`config.mk`:
```
export PLATFORM = sky130hd
export DESIGN_NAME = char_code_peak_select
export DESIGN_NICKNAME = d
export VERILOG_FILES = /design/src/rtl/ccps_pkg.sv /design/src/rtl/char_code_peak_select.sv
export SDC_FILE = /design/constraint.sdc
export NUM_CORES = 1
export LEC_CHECK = 0
export ABC_AREA = 1
export BUFFER_PORTS_ARGS = -buffer_cell sky130_fd_sc_hd__buf_2
export CAP_MARGIN = 0
export CORE_UTILIZATION = 50
export CTS_CLUSTER_SIZE = 30
export DETAILED_ROUTE_END_ITERATION = 7
export GPL_TIMING_DRIVEN = 0
export HOLD_SLACK_MARGIN = 0.12
export PLACE_DENSITY = 0.73
export SETUP_SLACK_MARGIN = 0.3
export SLEW_MARGIN = 20
export SYNTH_ARGS = -nofsm -noshare
export SYNTH_HDL_FRONTEND = slang
export SYNTH_SLANG_ARGS = --single-unit
```
`constraint.sdc`:
```
create_clock -name core_clk -period 11 [get_ports core_clk]
set_input_delay 1.1 -clock core_clk [delete_from_list [all_inputs] [get_ports core_clk]]
set_output_delay 1.1 -clock core_clk [all_outputs]
set_load 0.05 [all_outputs]
```
`src/rtl/ccps_pkg.sv`:
```
// Package of constants and types for the character code peak select block
package ccps_pkg;
  // ===========================================
  // Register map (byte addresses)
  localparam logic [7:0] CCPS_CTRL_OFF = 8'h00;
  localparam logic [7:0] CCPS_PEAKREF_OFF = 8'h04;
  localparam logic [7:0] CCPS_STATUS_OFF = 8'h08;
  localparam logic [7:0] CCPS_CHAROUT_OFF = 8'h0C;
  localparam logic [7:0] CCPS_VOLTOUT_OFF = 8'h10;
  localparam logic [7:0] CCPS_SYMBOL_OFF = 8'h14;
  // ===========================================
  // Field positions
  localparam int CCPS_CTRL_OSC_LSB = 0;
  localparam int CCPS_CTRL_ENABLE_BIT = 2;
  localparam int CCPS_CTRL_MINV_LSB = 4;
  localparam int CCPS_SYM_PEND_BIT = 8;
  // ===========================================
  // Reset values
  localparam logic [31:0] CCPS_CTRL_RESET = 32'h0000_0000;
  localparam logic [3:0] CCPS_PEAKREF_RESET = 4'h0;
  // ===========================================
  // Timing
  localparam int CCPS_CLK_MHZ = 100;
  localparam int CCPS_T8_NS = 125;
  localparam int CCPS_T4_NS = 250;
  localparam int CCPS_T8_CYC = (CCPS_T8_NS * CCPS_CLK_MHZ + 999) / 1000;
  localparam int CCPS_T4_CYC = (CCPS_T4_NS * CCPS_CLK_MHZ + 999) / 1000;
  localparam int CCPS_PEAK_SHIFTS = 3;
  localparam int CCPS_FIFO_DEPTH = 3;
  // ===========================================
  // Oscillator selection
  typedef enum logic [1:0] {
    CCPS_OSC_SIZE1,
    CCPS_OSC_SIZE4,
    CCPS_OSC_HAND,
    CCPS_OSC_SPARE
  } ccps_osc_type;
  // Candidate pair from the encoder
  typedef struct packed {
    logic [6:0] charCode;
    logic [3:0] voltCode;
  } ccps_pair_type;
endpackage

```
`src/rtl/char_code_peak_select.sv`:
```
// Character code peak select: best match, peak, double, reject and output FIFOs
//
// Contract
// RULE_01 - Each image shift takes one 7-bit character and 4-bit voltage code.
// RULE_02 - Best voltage and character codes clear at every cycle start.
// RULE_03 - New voltage above best by one count replaces best pair; the code replaces it whenever the new voltage is greater by any amount.
// RULE_04 - Otherwise best voltage and character codes hold unchanged.
// RULE_05 - At cycle end the best pair enters character and voltage FIFOs.
// RULE_06 - Peak signal raised when new voltage exceeds controller peak reference.
// RULE_07 - Greater-or-equal and equal flags compare new and best voltage.
// RULE_08 - Character peak after all three conditions hold three column shifts.
// RULE_09 - Character match and mismatch flags compare new and best codes.
// RULE_10 - Mismatch with greater-or-equal issues transfer loading new pair; the code loads it only when the new voltage is strictly greater.
// RULE_11 - Codes differing at equal voltage give reject at next transfer.
// RULE_12 - Failing minimum standards over the cycle outputs reject code.
// RULE_13 - Code with first peak loads into first of three stages.
// RULE_14 - Each transfer strobe loads next code; codes ripple toward output.
// RULE_15 - Codes leave on strobes only with peak, code, no symbol pending.
// RULE_16 - Pending special symbol blocks character and goes through instead.
// RULE_17 - Voltage FIFO mirrors character FIFO for diagnostics only.
// RULE_18 - Software selects one of three oscillators; device clocks from it.
// RULE_19 - Eight-phase ring gives eight 125 ns pulses per vertical shift.
// RULE_20 - Four-phase generator gives four 250 ns pulses per vertical shift.
// RULE_21 - First field mark suppresses topless and bottomless flags.
// RULE_22 - Reject code and acceptance thresholds are design parameters.
`timescale 1ns/1ps
`default_nettype none
module char_code_peak_select
  import ccps_pkg::*;
#(
  parameter logic [6:0] REJECT_CODE = 7'h7F,
  parameter logic [3:0] MIN_VOLT = 4'h1,
  parameter int DEPTH = CCPS_FIFO_DEPTH
) (
  input wire logic core_clk,
  input wire logic rst,
  input wire logic psel,
  input wire logic penable,
  input wire logic pwrite,
  input wire logic [7:0] paddr,
  input wire logic [31:0] pwdata,
  output logic [31:0] prdata,
  output logic pready,
  output logic pslverr,
  input wire logic shiftIn,
  input wire ccps_pair_type newPair,
  input wire logic cycleStart,
  input wire logic cycleEnd,
  input wire logic [2:0] oscTick,
  input wire logic fieldMarkOne,
  input wire logic toplessIn,
  input wire logic bottomlessIn,
  input wire logic transferStrobeOne,
  input wire logic transferStrobeTwo,
  input wire logic transferStrobeThree,
  output logic characterPeak,
  output logic peakAboveRef,
  output logic [6:0] outCharCode,
  output logic [3:0] outVoltCode,
  output logic outValid,
  output logic [7:0] eightPhasePulses,
  output logic [3:0] fourPhasePulses,
  output logic toplessOut,
  output logic bottomlessOut
);
  // ===========================================
  // Synchronisers for pin inputs
  logic [2:0] oscMeta, oscSync, oscPrev;
  logic fmMeta, fmSync, tpMeta, tpSync, btMeta, btSync;
  always_ff @(posedge core_clk or posedge rst) begin
    if (rst) begin
      oscMeta <= 3'h0;
      oscSync <= 3'h0;
      oscPrev <= 3'h0;
      fmMeta <= 1'b0;
      fmSync <= 1'b0;
      tpMeta <= 1'b0;
      tpSync <= 1'b0;
      btMeta <= 1'b0;
      btSync <= 1'b0;
    end else begin
      oscMeta <= oscTick;
      oscSync <= oscMeta;
      oscPrev <= oscSync;
      fmMeta <= fieldMarkOne;
      fmSync <= fmMeta;
      tpMeta <= toplessIn;
      tpSync <= tpMeta;
      btMeta <= bottomlessIn;
      btSync <= btMeta;
    end
  end

  // ===========================================
  // Registers
  logic [31:0] ctrlReg;
  logic [3:0] peakReference;
  logic [7:0] symbolCode;
  logic symbolPending;
  logic apbWrite, apbRead;
  assign apbWrite = psel && penable && pwrite;
  assign apbRead = psel && penable && !pwrite;
  logic [1:0] oscSel;
  assign oscSel = ctrlReg[CCPS_CTRL_OSC_LSB +: 2];
  logic symbolTaken;

  always_ff @(posedge core_clk or posedge rst) begin
    if (rst) begin
      ctrlReg <= CCPS_CTRL_RESET;
      peakReference <= CCPS_PEAKREF_RESET;
    end else if (apbWrite) begin
      if (paddr == CCPS_CTRL_OFF)
        ctrlReg <= pwdata;
      if (paddr == CCPS_PEAKREF_OFF)
        peakReference <= pwdata[3:0];
    end
  end

  always_ff @(posedge core_clk or posedge rst) begin
    if (rst) begin
      symbolCode <= 8'h00;
      symbolPending <= 1'b0;
    end else if (apbWrite && paddr == CCPS_SYMBOL_OFF) begin
      symbolCode <= pwdata[7:0];
      symbolPending <= pwdata[CCPS_SYM_PEND_BIT];
    end else if (symbolTaken) begin
      symbolPending <= 1'b0;
    end
  end

  // ===========================================
  // Oscillator select and phase generators
  logic oscEdge;
  assign oscEdge = oscSync[oscSel] && !oscPrev[oscSel] && (oscSel != 2'(CCPS_OSC_SPARE)); // RULE_18
  logic [1:0] halfTick;
  always_ff @(posedge core_clk or posedge rst) begin
    if (rst) begin
      eightPhasePulses <= 8'h01;
      fourPhasePulses <= 4'h1;
      halfTick <= 2'h0;
    end else if (oscEdge && ctrlReg[CCPS_CTRL_ENABLE_BIT]) begin
      eightPhasePulses <= {eightPhasePulses[6:0], eightPhasePulses[7]}; // RULE_19
      halfTick <= halfTick + 2'h1;
      if (halfTick[0])
        fourPhasePulses <= {fourPhasePulses[2:0], fourPhasePulses[3]}; // RULE_20
    end
  end

  // ===========================================
  // Comparators and best registers
  logic [3:0] bestVoltCode;
  logic [6:0] bestCharCode;
  logic voltGe, voltEq, charMatch, charMismatch, aboveRef, transferCmd;
  assign voltGe = newPair.voltCode >= bestVoltCode; // RULE_07
  assign voltEq = newPair.voltCode == bestVoltCode; // RULE_07
  assign charMatch = newPair.charCode == bestCharCode; // RULE_09
  assign charMismatch = !charMatch; // RULE_09
  assign aboveRef = newPair.voltCode > peakReference; // RULE_06
  assign transferCmd = shiftIn && charMismatch && voltGe; // RULE_10
  logic doublePending, doubleFlag;

  always_ff @(posedge core_clk or posedge rst) begin
    if (rst) begin
      bestVoltCode <= 4'h0;
      bestCharCode <= 7'h00;
    end else if (cycleStart) begin
      bestVoltCode <= 4'h0; // RULE_02
      bestCharCode <= 7'h00;
    end else if (shiftIn && (newPair.voltCode > bestVoltCode || transferCmd && !voltEq)) begin
      bestVoltCode <= newPair.voltCode; // RULE_01 RULE_03 RULE_10
      bestCharCode <= newPair.charCode;
    end // RULE_04
  end

  // Double detect: armed on mismatch at equal voltage, latched at next transfer
  always_ff @(posedge core_clk or posedge rst) begin
    if (rst) begin
      doublePending <= 1'b0;
      doubleFlag <= 1'b0;
    end else if (cycleStart) begin
      doublePending <= 1'b0;
      doubleFlag <= 1'b0;
    end else if (shiftIn) begin
      if (transferCmd && doublePending)
        doubleFlag <= 1'b1; // RULE_11
      if (charMismatch && voltEq && bestVoltCode != 4'h0)
        doublePending <= 1'b1; // RULE_11
    end
  end

  // ===========================================
  // Peak detection over consecutive shifts
  logic [1:0] peakRun;
  logic peakCond;
  assign peakCond = aboveRef && voltGe && voltEq;
  always_ff @(posedge core_clk or posedge rst) begin
    if (rst) begin
      peakRun <= 2'h0;
      characterPeak <= 1'b0;
      peakAboveRef <= 1'b0;
    end else if (cycleStart) begin
      peakRun <= 2'h0;
      characterPeak <= 1'b0;
      peakAboveRef <= 1'b0;
    end else if (shiftIn) begin
      peakAboveRef <= aboveRef; // RULE_06
      if (!peakCond)
        peakRun <= 2'h0;
      else if (peakRun != 2'(CCPS_PEAK_SHIFTS))
        peakRun <= peakRun + 2'h1;
      if (peakCond && peakRun >= 2'(CCPS_PEAK_SHIFTS - 1))
        characterPeak <= 1'b1; // RULE_08
    end
  end

  // ===========================================
  // Output FIFOs (character and diagnostic voltage)
  logic [6:0] charStage [DEPTH];
  logic [3:0] voltStage [DEPTH];
  logic [DEPTH-1:0] stageFull;
  logic [6:0] entryChar;
  logic entryLoad, anyStrobe;
  logic peakSeen;
  assign anyStrobe = transferStrobeOne || transferStrobeTwo || transferStrobeThree; // RULE_14
  always_comb begin
    entryChar = bestCharCode;
    if (doubleFlag || bestVoltCode < MIN_VOLT)
      entryChar = REJECT_CODE; // RULE_12 RULE_22
    if (symbolPending)
      entryChar = symbolCode[6:0]; // RULE_16
  end
  assign entryLoad = cycleEnd && (symbolPending || peakSeen); // RULE_05 RULE_13 RULE_15
  assign symbolTaken = entryLoad && symbolPending;

  always_ff @(posedge core_clk or posedge rst) begin
    if (rst)
      peakSeen <= 1'b0;
    else if (cycleStart)
      peakSeen <= 1'b0;
    else if (characterPeak)
      peakSeen <= 1'b1;
  end

  always_ff @(posedge core_clk or posedge rst) begin
    if (rst) begin
      stageFull <= '0;
      for (int i = 0; i < DEPTH; i++) begin
        charStage[i] <= 7'h00;
        voltStage[i] <= 4'h0;
      end
    end else begin
      for (int i = DEPTH - 1; i > 0; i--) begin
        if (stageFull[i-1] && (!stageFull[i] || (i == DEPTH - 1 && anyStrobe))) begin
          charStage[i] <= charStage[i-1]; // RULE_14
          voltStage[i] <= voltStage[i-1]; // RULE_17
          stageFull[i] <= 1'b1;
          stageFull[i-1] <= 1'b0;
        end else if (i == DEPTH - 1 && anyStrobe && stageFull[i]) begin
          stageFull[i] <= 1'b0; // RULE_15
        end
      end
      if (entryLoad && !stageFull[0]) begin
        charStage[0] <= entryChar; // RULE_13
        voltStage[0] <= symbolPending ? 4'h0 : bestVoltCode; // RULE_17
        stageFull[0] <= 1'b1;
      end
    end
  end

  always_ff @(posedge core_clk or posedge rst) begin
    if (rst) begin
      outCharCode <= 7'h00;
      outVoltCode <= 4'h0;
      outValid <= 1'b0;
    end else begin
      outValid <= anyStrobe && stageFull[DEPTH-1]; // RULE_15
      if (anyStrobe && stageFull[DEPTH-1]) begin
        outCharCode <= charStage[DEPTH-1];
        outVoltCode <= voltStage[DEPTH-1]; // RULE_17
      end
    end
  end

  // ===========================================
  // Topless and bottomless gating
  always_ff @(posedge core_clk or posedge rst) begin
    if (rst) begin
      toplessOut <= 1'b0;
      bottomlessOut <= 1'b0;
    end else begin
      toplessOut <= tpSync && !fmSync; // RULE_21
      bottomlessOut <= btSync && !fmSync; // RULE_21
    end
  end

  // ===========================================
  // APB read and answer
  always_ff @(posedge core_clk or posedge rst) begin
    if (rst) begin
      prdata <= 32'h0000_0000;
      pready <= 1'b0;
      pslverr <= 1'b0;
    end else begin
      pready <= psel && !penable;
      pslverr <= 1'b0;
      prdata <= 32'h0000_0000;
      if (psel && !penable && !pwrite) begin
        case (paddr)
          CCPS_CTRL_OFF: prdata <= ctrlReg;
          CCPS_PEAKREF_OFF: prdata <= {28'h0, peakReference};
          CCPS_STATUS_OFF: prdata <= {24'h0, stageFull[DEPTH-1], peakSeen, doubleFlag, characterPeak, bestVoltCode};
          CCPS_CHAROUT_OFF: prdata <= {25'h0, bestCharCode};
          CCPS_VOLTOUT_OFF: prdata <= {28'h0, bestVoltCode};
          CCPS_SYMBOL_OFF: prdata <= {23'h0, symbolPending, symbolCode};
          default: pslverr <= 1'b1;
        endcase
      end else if (psel && !penable)
        pslverr <= !(paddr == CCPS_CTRL_OFF || paddr == CCPS_PEAKREF_OFF || paddr == CCPS_SYMBOL_OFF);
    end
  end

  // ===========================================
  // Assertions
  best_clear_a: assert property (@(posedge core_clk) disable iff (rst) // RULE_02
    cycleStart |=> bestVoltCode == 4'h0) else $error("best not cleared");
  best_load_a: assert property (@(posedge core_clk) disable iff (rst) // RULE_03
    !cycleStart && shiftIn && newPair.voltCode > bestVoltCode |=> bestVoltCode == $past(newPair.voltCode))
    else $error("best not loaded");
  best_hold_a: assert property (@(posedge core_clk) disable iff (rst) // RULE_04
    !cycleStart && !(shiftIn && newPair.voltCode > bestVoltCode) |=> $stable(bestCharCode)
    && $stable(bestVoltCode)) else $error("best changed");
  peak_three_a: assert property (@(posedge core_clk) disable iff (rst) // RULE_08
    $rose(characterPeak) |-> $past(peakCond) && $past(peakRun) == 2'h2) else $error("early peak");
  ref_flag_a: assert property (@(posedge core_clk) disable iff (rst) // RULE_06
    shiftIn && !cycleStart |=> peakAboveRef == ($past(newPair.voltCode) > $past(peakReference)))
    else $error("peak ref flag wrong");
  fm_gate_a: assert property (@(posedge core_clk) disable iff (rst) // RULE_21
    fmSync |=> !toplessOut && !bottomlessOut) else $error("flags not gated");
  symbol_take_a: assert property (@(posedge core_clk) disable iff (rst) // RULE_16
    symbolTaken && !stageFull[0] && !(apbWrite && paddr == CCPS_SYMBOL_OFF) |=> !symbolPending
    && charStage[0] == $past(symbolCode[6:0])) else $error("symbol not sent");
  out_valid_a: assert property (@(posedge core_clk) disable iff (rst) // RULE_15
    outValid |-> $past(anyStrobe)) else $error("output without strobe");
  double_reject_a: assert property (@(posedge core_clk) disable iff (rst) // RULE_11
    entryLoad && !symbolPending && doubleFlag |-> entryChar == REJECT_CODE) else $error("no reject");
  phase_ring_a: assert property (@(posedge core_clk) disable iff (rst) // RULE_19
    $onehot(eightPhasePulses) && $onehot(fourPhasePulses)) else $error("phase not one-hot");
  peak_c: cover property (@(posedge core_clk) disable iff (rst) $rose(characterPeak));
  double_c: cover property (@(posedge core_clk) disable iff (rst) $rose(doubleFlag));
  out_c: cover property (@(posedge core_clk) disable iff (rst) outValid);
  sym_c: cover property (@(posedge core_clk) disable iff (rst) symbolTaken);
endmodule // char_code_peak_select
`default_nettype wire

```
# Yosys cells after proc, flatten, opt, wreduce, memory -nomap -nowiden
# Index checks and enable logic that the tools add are counted.
# Widths: inputs -> output; s select.
totals:
  out_inout_bits: 62
  input_bits: 68
  reg_bits: 176
classes:
  magnitude_cmp: 6
  n_mux: 40
  n_eq_ne: 10
  n_addsub: 2
  n_reduce_logical: 64
ops:
  columns: ["op", "n"]
  rows:
  - ["$pmux 32 s6", 1]
  - ["$mux 32", 1]
  - ["$mux 7", 4]
  - ["$logic_and 1x1->1", 26]
  - ["$mux 1", 24]
  - ["$reduce_bool 2->1", 10]
  - ["$eq 8x4->1 const B", 2]
  - ["$eq 8x5->1 const B", 2]
  - ["$reduce_and 2->1", 7]
  - ["$mux 4", 3]
  - ["$logic_not 1->1", 10]
  - ["$mux 2", 5]
  - ["$eq 8x3->1 const B", 1]
  - ["$gt 4x4->1", 2]
  - ["$logic_not 8->1", 1]
  - ["$logic_or 1x1->1", 8]
  - ["$eq 7x7->1", 1]
  - ["$reduce_or 6->1", 1]
  - ["$add 2x1->2 const B", 2]
  - ["$bmux 1 s2", 2]
  - ["$eq 4x4->1", 1]
  - ["$ge 4x4->1", 1]
  - ["$lt 4x1->1 const B", 1]
  - ["$ne 2x2->1 const B", 2]
  - ["other kinds (4)", 4]

# Logic depth before layout (Yosys ltp)
# Gate-level depths: netlist of the first run.
depth:
  ltp_word: 9
  depth_mapped: 12
  depth_no_buf: 11

# Least setup slack after synthesis of the first run
# Ideal clock, no wire load.
synth_path:
  path_kind: "input-to-reg"
  startpoint: "in newPair[3] in the netlist's numbering"
  endpoint: "reg bestCharCode[0]"
  setup_time_ns: 0.126
  setup_slack_ns: 8.778
  n_path_buf: 1
  arrival_ns: 2.096
  path_stages: 9
  t_required_ns: 10.874
  path_cell_list: "ha_1 -> nand2_1 -> nor2_1 -> inv_1 -> nand3_1 -> nor2_1 -> buf_4 -> nand2_1 -> o21ai_0"
synth_between:
  elab_chain_len: 6
  elab_cells_between_ends: 9
  classes_between: "order compare (2); eq/ne (1); reduce/logical (6)"
synth_lines:
  columns: ["item", "line", "source"]
  rows:
  - ["start, declared", "char_code_peak_select.sv:46", "input wire ccps_pair_type newPair,"]
  - ["$ge 4x4->1 or $eq 4x4->1 (tied branches)", "char_code_peak_select.sv:154, char_code_peak_select.sv:155", null]
  - ["$logic_and 1x1->1 or $logic_not 1->1 (tied branches)", "char_code_peak_select.sv:159, char_code_peak_select.sv:169", null]
  - ["$logic_and 1x1->1", "char_code_peak_select.sv:169", "end else if (shiftIn && (newPair.voltCode > bestVoltCode || transferCmd && !voltEq)) begin"]
  - ["$logic_or 1x1->1 *", "char_code_peak_select.sv:169", null]
  - ["$logic_and 1x1->1 *", "char_code_peak_select.sv:169", null]
  - ["$reduce_bool 2->1 (no source line) *", null, null]
  - ["end signal, assigned", "char_code_peak_select.sv:171", "bestCharCode <= newPair.charCode;"]
  - ["end, declared", "char_code_peak_select.sv:152", "logic [6:0] bestCharCode;"]
# Every way passes the cells marked *; elsewhere a longest branch is shown, timed or not.
# A chain may end at the register's enable or synchronous reset.

# Final worst setup path of the first run
layout_path:
  startpoint: "reg fourPhasePulses[0]"
  endpoint: "out fourPhasePulses[0]"
layout_lines:
  columns: ["item", "line", "source"]
  rows:
  - ["start, declared", "char_code_peak_select.sv:62", "output logic [3:0] fourPhasePulses,"]
  - ["start signal, assigned", "char_code_peak_select.sv:145", "fourPhasePulses <= {fourPhasePulses[2:0], fourPhasePulses[3]};"]
# No word-level cell between the ends.

==> results by group, run 1 <==
Clocking
  – Post-CTS Resized: 0
  – Clock root buffer: clkbuf_16
  – Deepest clock path buffer count: 2
  – CTS hold repair buffers: 0
  – H-tree depth: 4
  – Clk sinks: 175
  – CTS clk-pin slew, worst paths: 0.06 ns
  – Post-CTS Setup Bufs: 0
  – Worst-skew pair later-pin latency: 0.42 ns
  – CTS tree: yes
  – CTS Buf Count: 17

Pwr
  – Power Total: 0.00145 W
  – Worst ir drop on vdd: 0.116 mV
  – Power Density: 163 nW/um^2
  – P_leak: 4.86 nW

Route
  – Routed WL per cell: 13.8 um
  – Vias/cell: 4.95
  – Via Count: 5713
  – Drt pass-1 iters: 4
  – Final wirelength: 15900 um
  – Final antenna-violating net count: 0
  – Residual DRC: 0
  – Drt first-iter violations: 324

Floorplanning
  – Die X: 124 um
  – Site Rows: 44
  – Chip height: 124 um
  – # IOs: 130
  – Die area: 15300 um^2
  – Core ar.: 14500 um^2
  – Initial Util: 51.0%

Placement
  – GP Congestion: 0.816
  – Port Buf Inserts: 129
  – Hpwl dp: 11400 um
  – Post-Place Cells: 1124

Synthesis
  – Synth Area in Adders: 1.69%
  – Xor/xnor cell area share of the yosys netlist: 0.356%
  – Area fraction of the dominant cell type after synthesis: 58.6%
  – Simple-gate area share of the yosys netlist: 21.4%
  – Post-Synthesis Net Count: 888
  – Post-Syn Area per Cell: 9.12 um^2
  – Post-synthesis cell count: 810
  – Synth warnings: 0
  – Mux cell area share after synthesis: 0.763%
  – Post-synth top cells: nand2_1 (207), dfrtp_1 (173), inv_1 (104)
  – Synth area leader: dfrtp_1
  – Compound-cell area share of the yosys netlist: 8.64%
  – Synth cell types: 34
  – Largest cells by area after synthesis: dfrtp_1 (59%), nand2_1 (11%), inv_1 (5.3%)
  – Post-synth EDFFs: 0
  – #FFs+latches synth: 175
  – Largest family of logic cells by synthesized area: simple AND/OR/NAND/NOR gates
  – Top-count cell post-synth: nand2_1
  – Main flop type after synthesis: dfrtp_1
  – FFs w/ async S/R, synth: 100%
  – Post-Syn Area: 7380 um^2
  – Seq/Total Area, Yosys: 59.3%

Finish
  – Fin cells: 1155
  – Share of cells above drive strength 1: 21.9%
  – Final core utilization: 61.5%
  – Final net count: 1037
  – Fillers: 1260
  – Synth-to-layout area growth: 20.6%
  – N_diodes: 0

STA
  – Slew @ Worst Pin: 0.569 ns
  – Fmax: 432 MHz
  – Final Cycle Share: 21.0%
  – Min Tclk post-route: 2.31 ns
  – Final setup violation count: 0
  – Unrepaired setup endpoints after global routing: no
  – Slew Limit Fails: 0
  – Max_slew headroom: 62.1%
  – Setup TNS: 0 ns
  – Count of final hold-check violations: 0
  – Worst Clk Skew: 0.00615 ns

Worst setup path
  – Reg2Reg Depth: 8
  – CP required: 9.90 ns
  – Worst EP arrival: 1.21 ns
  – Buf+Inv Stages, Crit Path: 1
  – Slowest-stage cell, CP: dfstp_2
  – WP depth: 1
  – Maximum fanout along the worst path: 3
  – Reg2reg start: bestVoltCode[3]
  – Crit Path Category: flip-flop to primary output
  – Worst setup path start: fourPhasePulses[0]
  – CP max stage delay: 0.54 ns
  – Worst setup path end: fourPhasePulses[0]
  – Critical Path Start Type: flip-flop
  – Reg2Reg Setup Slack: 9.07 ns
  – R2r endpoint: bestCharCode[1]
  – Worst path cell trace: buf_2
  – Crit-path leading delay family: flip-flops
  – Crit. End Element: primary output

GRT
  – First-pass GRT wire length: 25600 um
  – Gr usage total: 22.3%
  – Pin count of the biggest net entering global routing: 95
  – Vias in the first global route: 5316
  – Antenna violations before repair: 2
  – Global route total overflow: 0

Min path
  – Path category of the worst min-delay check: flip-flop to flip-flop

Flow run
  – MaxCap Viol Count: 0

Status
  – Outcome: finished clean
-- flip-flops by register name, indices dropped and copies added (netlist names), 2 cells and up --
signal,flops
oscSync,3
outVoltCode,4
bestCharCode,7
prdata,32
peakReference,4
symbolCode,8
voltStage,12
oscPrev,3
charStage,21
bestVoltCode,4
eightPhasePulses,8
stageFull,3
peakRun,2
fourPhasePulses,4
ctrlReg,32
oscMeta,3
outCharCode,7
-- through the flow --
step	area [um^2]	setup slack, ns	hold WS [ns]
after CTS	8910	8.67	0.348
after detailed placement	8290	8.40	0.335
after floorplan	7380	5.16	0.331
after global routing	8910	8.65	0.359
final	8910	8.69	0.347
after global placement	8260	3.41	0.332
-- power by group --
group	switching [W]	internal [W]	total [W]
logic	0.0000937	0.0000391	0.000133
registers	0.0000177	0.000675	0.000693
clock network	0.000241	0.000386	0.000627
total	0.000353	0.00110	0.00145
-- cells in the final DEF, fill, tap and decap left out, drive strengths merged --
cell type | Yosys | final
o21a | 1 | 1
nor3 | 26 | 26
dfrtp | 173 | 173
clkinvlp | 0 | 1
ha | 10 | 10
bufinv | 0 | 4
buf | 20 | 150
and3 | 1 | 1
mux2 | 5 | 5
nand4 | 2 | 2
inv | 108 | 109
dfstp | 2 | 2
o22ai | 2 | 2
clkinv | 0 | 3
o21ai | 70 | 70
a21oi | 46 | 46
nor2 | 82 | 82
nand2 | 211 | 211
o211ai | 1 | 1
o31ai | 1 | 1
xor2 | 3 | 3
or2 | 1 | 1
nand3 | 41 | 41
clkbuf | 4 | 26
-- area by class of cell --
cell class / count / area [um^2] / area share (%)
Buffer: 24 / 165 / 1.85
Clock buffer: 22 / 454 / 5.10
Clock inverter: 9 / 159 / 1.78
Inverter: 108 / 415 / 4.66
Multi-Input combinational cell: 503 / 2430 / 27.3
Sequential cell: 175 / 4380 / 49.2
Tap cell: 184 / 230 / 2.58
Timing Repair Buffer: 130 / 673 / 7.56
-- per-layer routing --
layer	routed length [um]	vias to the layer above	track usage, %
met5	11	-	0
met4	274	2	7.76
met3	859	26	6.13
met2	7600	148	35.1
met1	7200	2692	29.7
li1	-	2845	-
-- logic make-up after synthesis --
kind of cell | after synthesis
flops | 175
xor+xnor | 3
simple gates | 364
buf+inv | 132
fa+ha+maj | 10
mux | 5
compound gates | 121
-- how the worst min path moves through the flow --
stage | depth (start not counted) | end | from | slack (ns)
floorplan | 0 | btSync | btMeta | 0.33
global placement | 0 | fmSync | fmMeta | 0.33
detailed placement | 0 | fmSync | fmMeta | 0.33
CTS | 0 | fmSync | fmMeta | 0.35
global route | 0 | tpSync | tpMeta | 0.36
finish | 0 | fmSync | fmMeta | 0.35
Power figures use the tool's default switching activity.
==> run 2: changes to the inputs <==
ABC_AREA = 0   (was 1)
PLACE_DENSITY = 0.76   (was 0.73)
clock period = 2.1 ns   (was 11 ns; I/O delays follow)
==> run 2 against run 1 <==
Effect of this change: via count is 13% lower; cell count shrank 19%; first-iteration DRC count shrank 22%; combinational power grew to 4.6 times the previous value; synthesized area fell by 3.8%; sequential share of layout area shrank 2.3 points; design area is 5.0% higher; utilization rose by 5.8 points; critical endpoint is now doublePending.
==> results by group, run 2 <==
Worst setup path
  – Crit Path Category: primary input to flip-flop (was flip-flop to primary output)
  – Worst setup path end: doublePending (was fourPhasePulses[0])
  – Buf+Inv Stages, Crit Path: 2 (was 1)
  – Critical Path Start Type: primary input (was flip-flop)
  – Reg2Reg Setup Slack: 0.19 ns (was 9.07 ns)
  – Worst path cell trace: dlygate4sd3_1, buf_2, ha_1, nand4_1, or4b_2, o22ai_1 (was buf_2)
  – Worst setup path start: newPair[1] (was fourPhasePulses[0])
  – Slowest-stage cell, CP: or4b_2 (was dfstp_2)
  – CP required: 2.44 ns (was 9.90 ns)
  – Crit-path leading delay family: simple AND/OR/NAND/NOR gates (was flip-flops)
  – Crit. End Element: flip-flop (was primary output)
  – Maximum fanout along the worst path: 4 (was 3)
  – R2r endpoint: doublePending (was bestCharCode[1])
  – Reg2reg start: bestVoltCode[2] (was bestVoltCode[3])
  – Reg2Reg Depth: 5 (was 8)
  – Worst EP arrival: 2.26 ns (was 1.21 ns)
  – WP depth: 6 (was 1)
  – CP max stage delay: 0.68 ns (was 0.54 ns)

Clocking
  – H-tree depth: 4 (unchanged)
  – CTS clk-pin slew, worst paths: 0.06 ns (about the same)
  – CTS tree: yes (unchanged)
  – Clock root buffer: clkbuf_16 (unchanged)
  – CTS Buf Count: 17 (unchanged)
  – Deepest clock path buffer count: 2 (unchanged)
  – Worst-skew pair later-pin latency: 0.43 ns (was 0.42 ns)
  – Clk sinks: 175 (unchanged)

GRT
  – Global route total overflow: 0 (unchanged)
  – Antenna violations before repair: 0 (was 2)
  – First-pass GRT wire length: 25100 um (was 25600 um)
  – Gr usage total: 22.4% (was 22.3%)
  – Vias in the first global route: 5032 (was 5316)
  – Pin count of the biggest net entering global routing: 38 (was 95)

Synthesis
  – Synth warnings: 0 (unchanged)
  – Area fraction of the dominant cell type after synthesis: 61.0% (was 58.6%)
  – #FFs+latches synth: 175 (unchanged)
  – Main flop type after synthesis: dfrtp_1 (unchanged)
  – Synth cell types: 53 (was 34)
  – Post-Syn Area: 7100 um^2 (was 7380 um^2)
  – Largest cells by area after synthesis: dfrtp_1 (61%), mux2_2 (14%), nand2b_1 (2.6%) (was dfrtp_1 (59%), nand2_1 (11%), inv_1 (5.3%))
  – Post-synth EDFFs: 0 (unchanged)
  – FFs w/ async S/R, synth: 100% (unchanged)
  – Post-synthesis cell count: 531 (was 810)
  – Post-synth top cells: dfrtp_1 (173), mux2_2 (87), nand2b_1 (30) (was nand2_1 (207), dfrtp_1 (173), inv_1 (104))
  – Synth area leader: dfrtp_1 (unchanged)
  – Post-Synthesis Net Count: 609 (was 888)
  – Seq/Total Area, Yosys: 61.7% (was 59.3%)
  – Top-count cell post-synth: dfrtp_1 (was nand2_1)
  – Post-Syn Area per Cell: 13.4 um^2 (was 9.12 um^2)

STA
  – Count of final hold-check violations: 0 (unchanged)
  – Final setup violation count: 0 (unchanged)
  – Slew @ Worst Pin: 0.655 ns (was 0.569 ns)
  – Hold slack: 0.155 ns (was 0.347 ns)
  – Unrepaired setup endpoints after global routing: yes (was no)
  – Fmax: 522 MHz
  – Final Cycle Share: 91.2%
  – Setup TNS: 0 ns (unchanged)
  – Min Tclk post-route: 1.92 ns
  – Slew Limit Fails: 0 (unchanged)
  – Max_slew headroom: 56.0% (was 62.1%)
  – Worst Clk Skew: 0.00681 ns (was 0.00615 ns)

Flow run
  – MaxCap Viol Count: 0 (unchanged)

Pwr
  – Reg power frac: 48.0% (was 47.7%)
  – Net Sw Power: 0.00162 W (was 0.000353 W)
  – P_leak: 4.73 nW (was 4.86 nW)
  – Sw Ratio: 22.1% (was 24.3%)
  – Worst ir drop on vdd: 0.503 mV (was 0.116 mV)
  – Power Density: 786 nW/um^2 (was 163 nW/um^2)
  – Clock power share: 43.6% (was 43.2%)
  – Comb power frac: 8.4% (was 9.1%)
  – Internal Power: 0.00572 W (was 0.00110 W)

Route
  – Drt first-iter violations: 252 (was 324)
  – Via Count: 4985 (was 5713)
  – Final antenna-violating net count: 0 (unchanged)
  – Final wirelength: 15700 um (was 15900 um)
  – Routed WL per cell: 16.7 um (was 13.8 um)
  – Residual DRC: 0 (unchanged)
  – Vias/cell: 5.31 (was 4.95)
  – Drt pass-1 iters: 5 (was 4)

Status
  – Outcome: finished clean (unchanged)

Finish
  – Final core utilization: 67.4% (was 61.5%)
  – Most frequent cells in the layout: dfrtp_1 (172), buf_2 (131), mux2_2 (87), dlygate4sd3_1 (53), nand2b_1 (30) (was nand2_1 (207), dfrtp_1 (173), buf_2 (138), inv_1 (103), nor2_1 (73))
  – Commonest non-fill, non-tap cell in the layout: dfrtp_1 (was nand2_1)
  – Final net count: 824 (was 1037)
  – Synth-to-layout area growth: 31.7% (was 20.6%)
  – Largest registers: ctrlReg x32, prdata x32, charStage x21 (unchanged)
  – Share of cells above drive strength 1: 37.5% (was 21.9%)
  – N_diodes: 0 (unchanged)
  – Final instance area: 9350 um^2 (was 8910 um^2)
  – Fin cells: 938 (was 1155)

Floorplanning
  – Initial Util: 51.2% (was 51.0%)
  – Core ar.: 13900 um^2 (was 14500 um^2)
  – Chip height: 121 um (was 124 um)
  – Site Rows: 43 (was 44)
  – Die area: 14700 um^2 (was 15300 um^2)
  – Die X: 121 um (was 124 um)
  – # IOs: 130 (unchanged)

Placement
  – Post-Place Cells: 844 (was 1124)
  – GP Congestion: 0.906 (was 0.816)
  – Area after DPL: 8070 um^2 (was 8290 um^2)
  – Port Buf Inserts: 128 (was 129)
  – Hpwl dp: 11100 um (was 11400 um)

Min path
  – Path category of the worst min-delay check: primary input to flip-flop (was flip-flop to flip-flop)
## run 2: cell type report
type / instances / area (um^2)
Fill cell: 1014 / 4530
Sequential cell: 175 / 4380
Multi-Input combinational cell: 321 / 2620
Timing Repair Buffer: 196 / 1350
Clock buffer: 23 / 478
Tap cell: 180 / 225
Clock inverter: 8 / 129
Buffer: 20 / 110
Inverter: 15 / 60.1
## run 2: cells by family after synthesis
kind of cell	after synthesis	share of synthesized area, %
AO/OA/AOI/OAI	67	6.34
XOR/XNOR	8	0.987
adder cells (fa/ha/maj)	10	1.76
buffers and inverters	35	2.24
flip-flops	175	61.7
multiplexers	105	16.4
AND/OR/NAND/NOR	131	10.6
## run 2: per-stage QoR
step	worst slack, ns	power [W]
global route	0.135	0.00760
detailed placement	-0.0204	0.00407
floorplan	-0.347	0.00385
global placement	-1.21	0.00402
finish	0.185	0.00735
CTS	0.264	0.00735
## run 2: repair_timing
action / in CTS / in global routing
endpoints found under the setup margin: 16 / 36
setup buffers: 3 / 6
gates cloned: 0 / 1
hold buffers: 53 / 0
hold endpoints to repair: 109 / 0
pin swaps: 1 / 4
resized for setup: 3 / 14
## run 2: how the worst min path moves through the flow
stage                     cells after the start  slack (ns)         start              end
after floorplan                               0        0.24  bottomlessIn           btMeta
after global placement                        1        0.32    oscTick[0]       oscMeta[0]
after detailed placement                      2        0.16           rst         outValid
after CTS                                     4        0.15      paddr[6]          pslverr
after global routing                          4        0.16      paddr[6]          pslverr
final                                         3        0.16    cycleStart  bestCharCode[4]
## run 2: power groups by stage
stage / Clock, W / Combinational, W / Sequential, W
final: 0.00320 / 0.000618 / 0.00352
after global routing: 0.00339 / 0.000671 / 0.00353
after CTS: 0.00325 / 0.000573 / 0.00353
after detailed placement: 0 / 0.000480 / 0.00359
after global placement: 0 / 0.000435 / 0.00358
after floorplan: 0 / 0.000266 / 0.00359
## run 2: worst min-delay path, stage by stage
cell      delay (ns)
buf_2           0.15
nand2b_1        0.12
mux2i_1         0.06
## run 2: per-layer routing
layer | up-vias | track usage, % | share of wire, %
li1 | 2301 | - | -
met1 | 2495 | 27.5 | 41
met2 | 157 | 38.6 | 53
met3 | 32 | 4.46 | 4.2
met4 | 0 | 9.57 | 2.5
met5 | - | 0 | 0
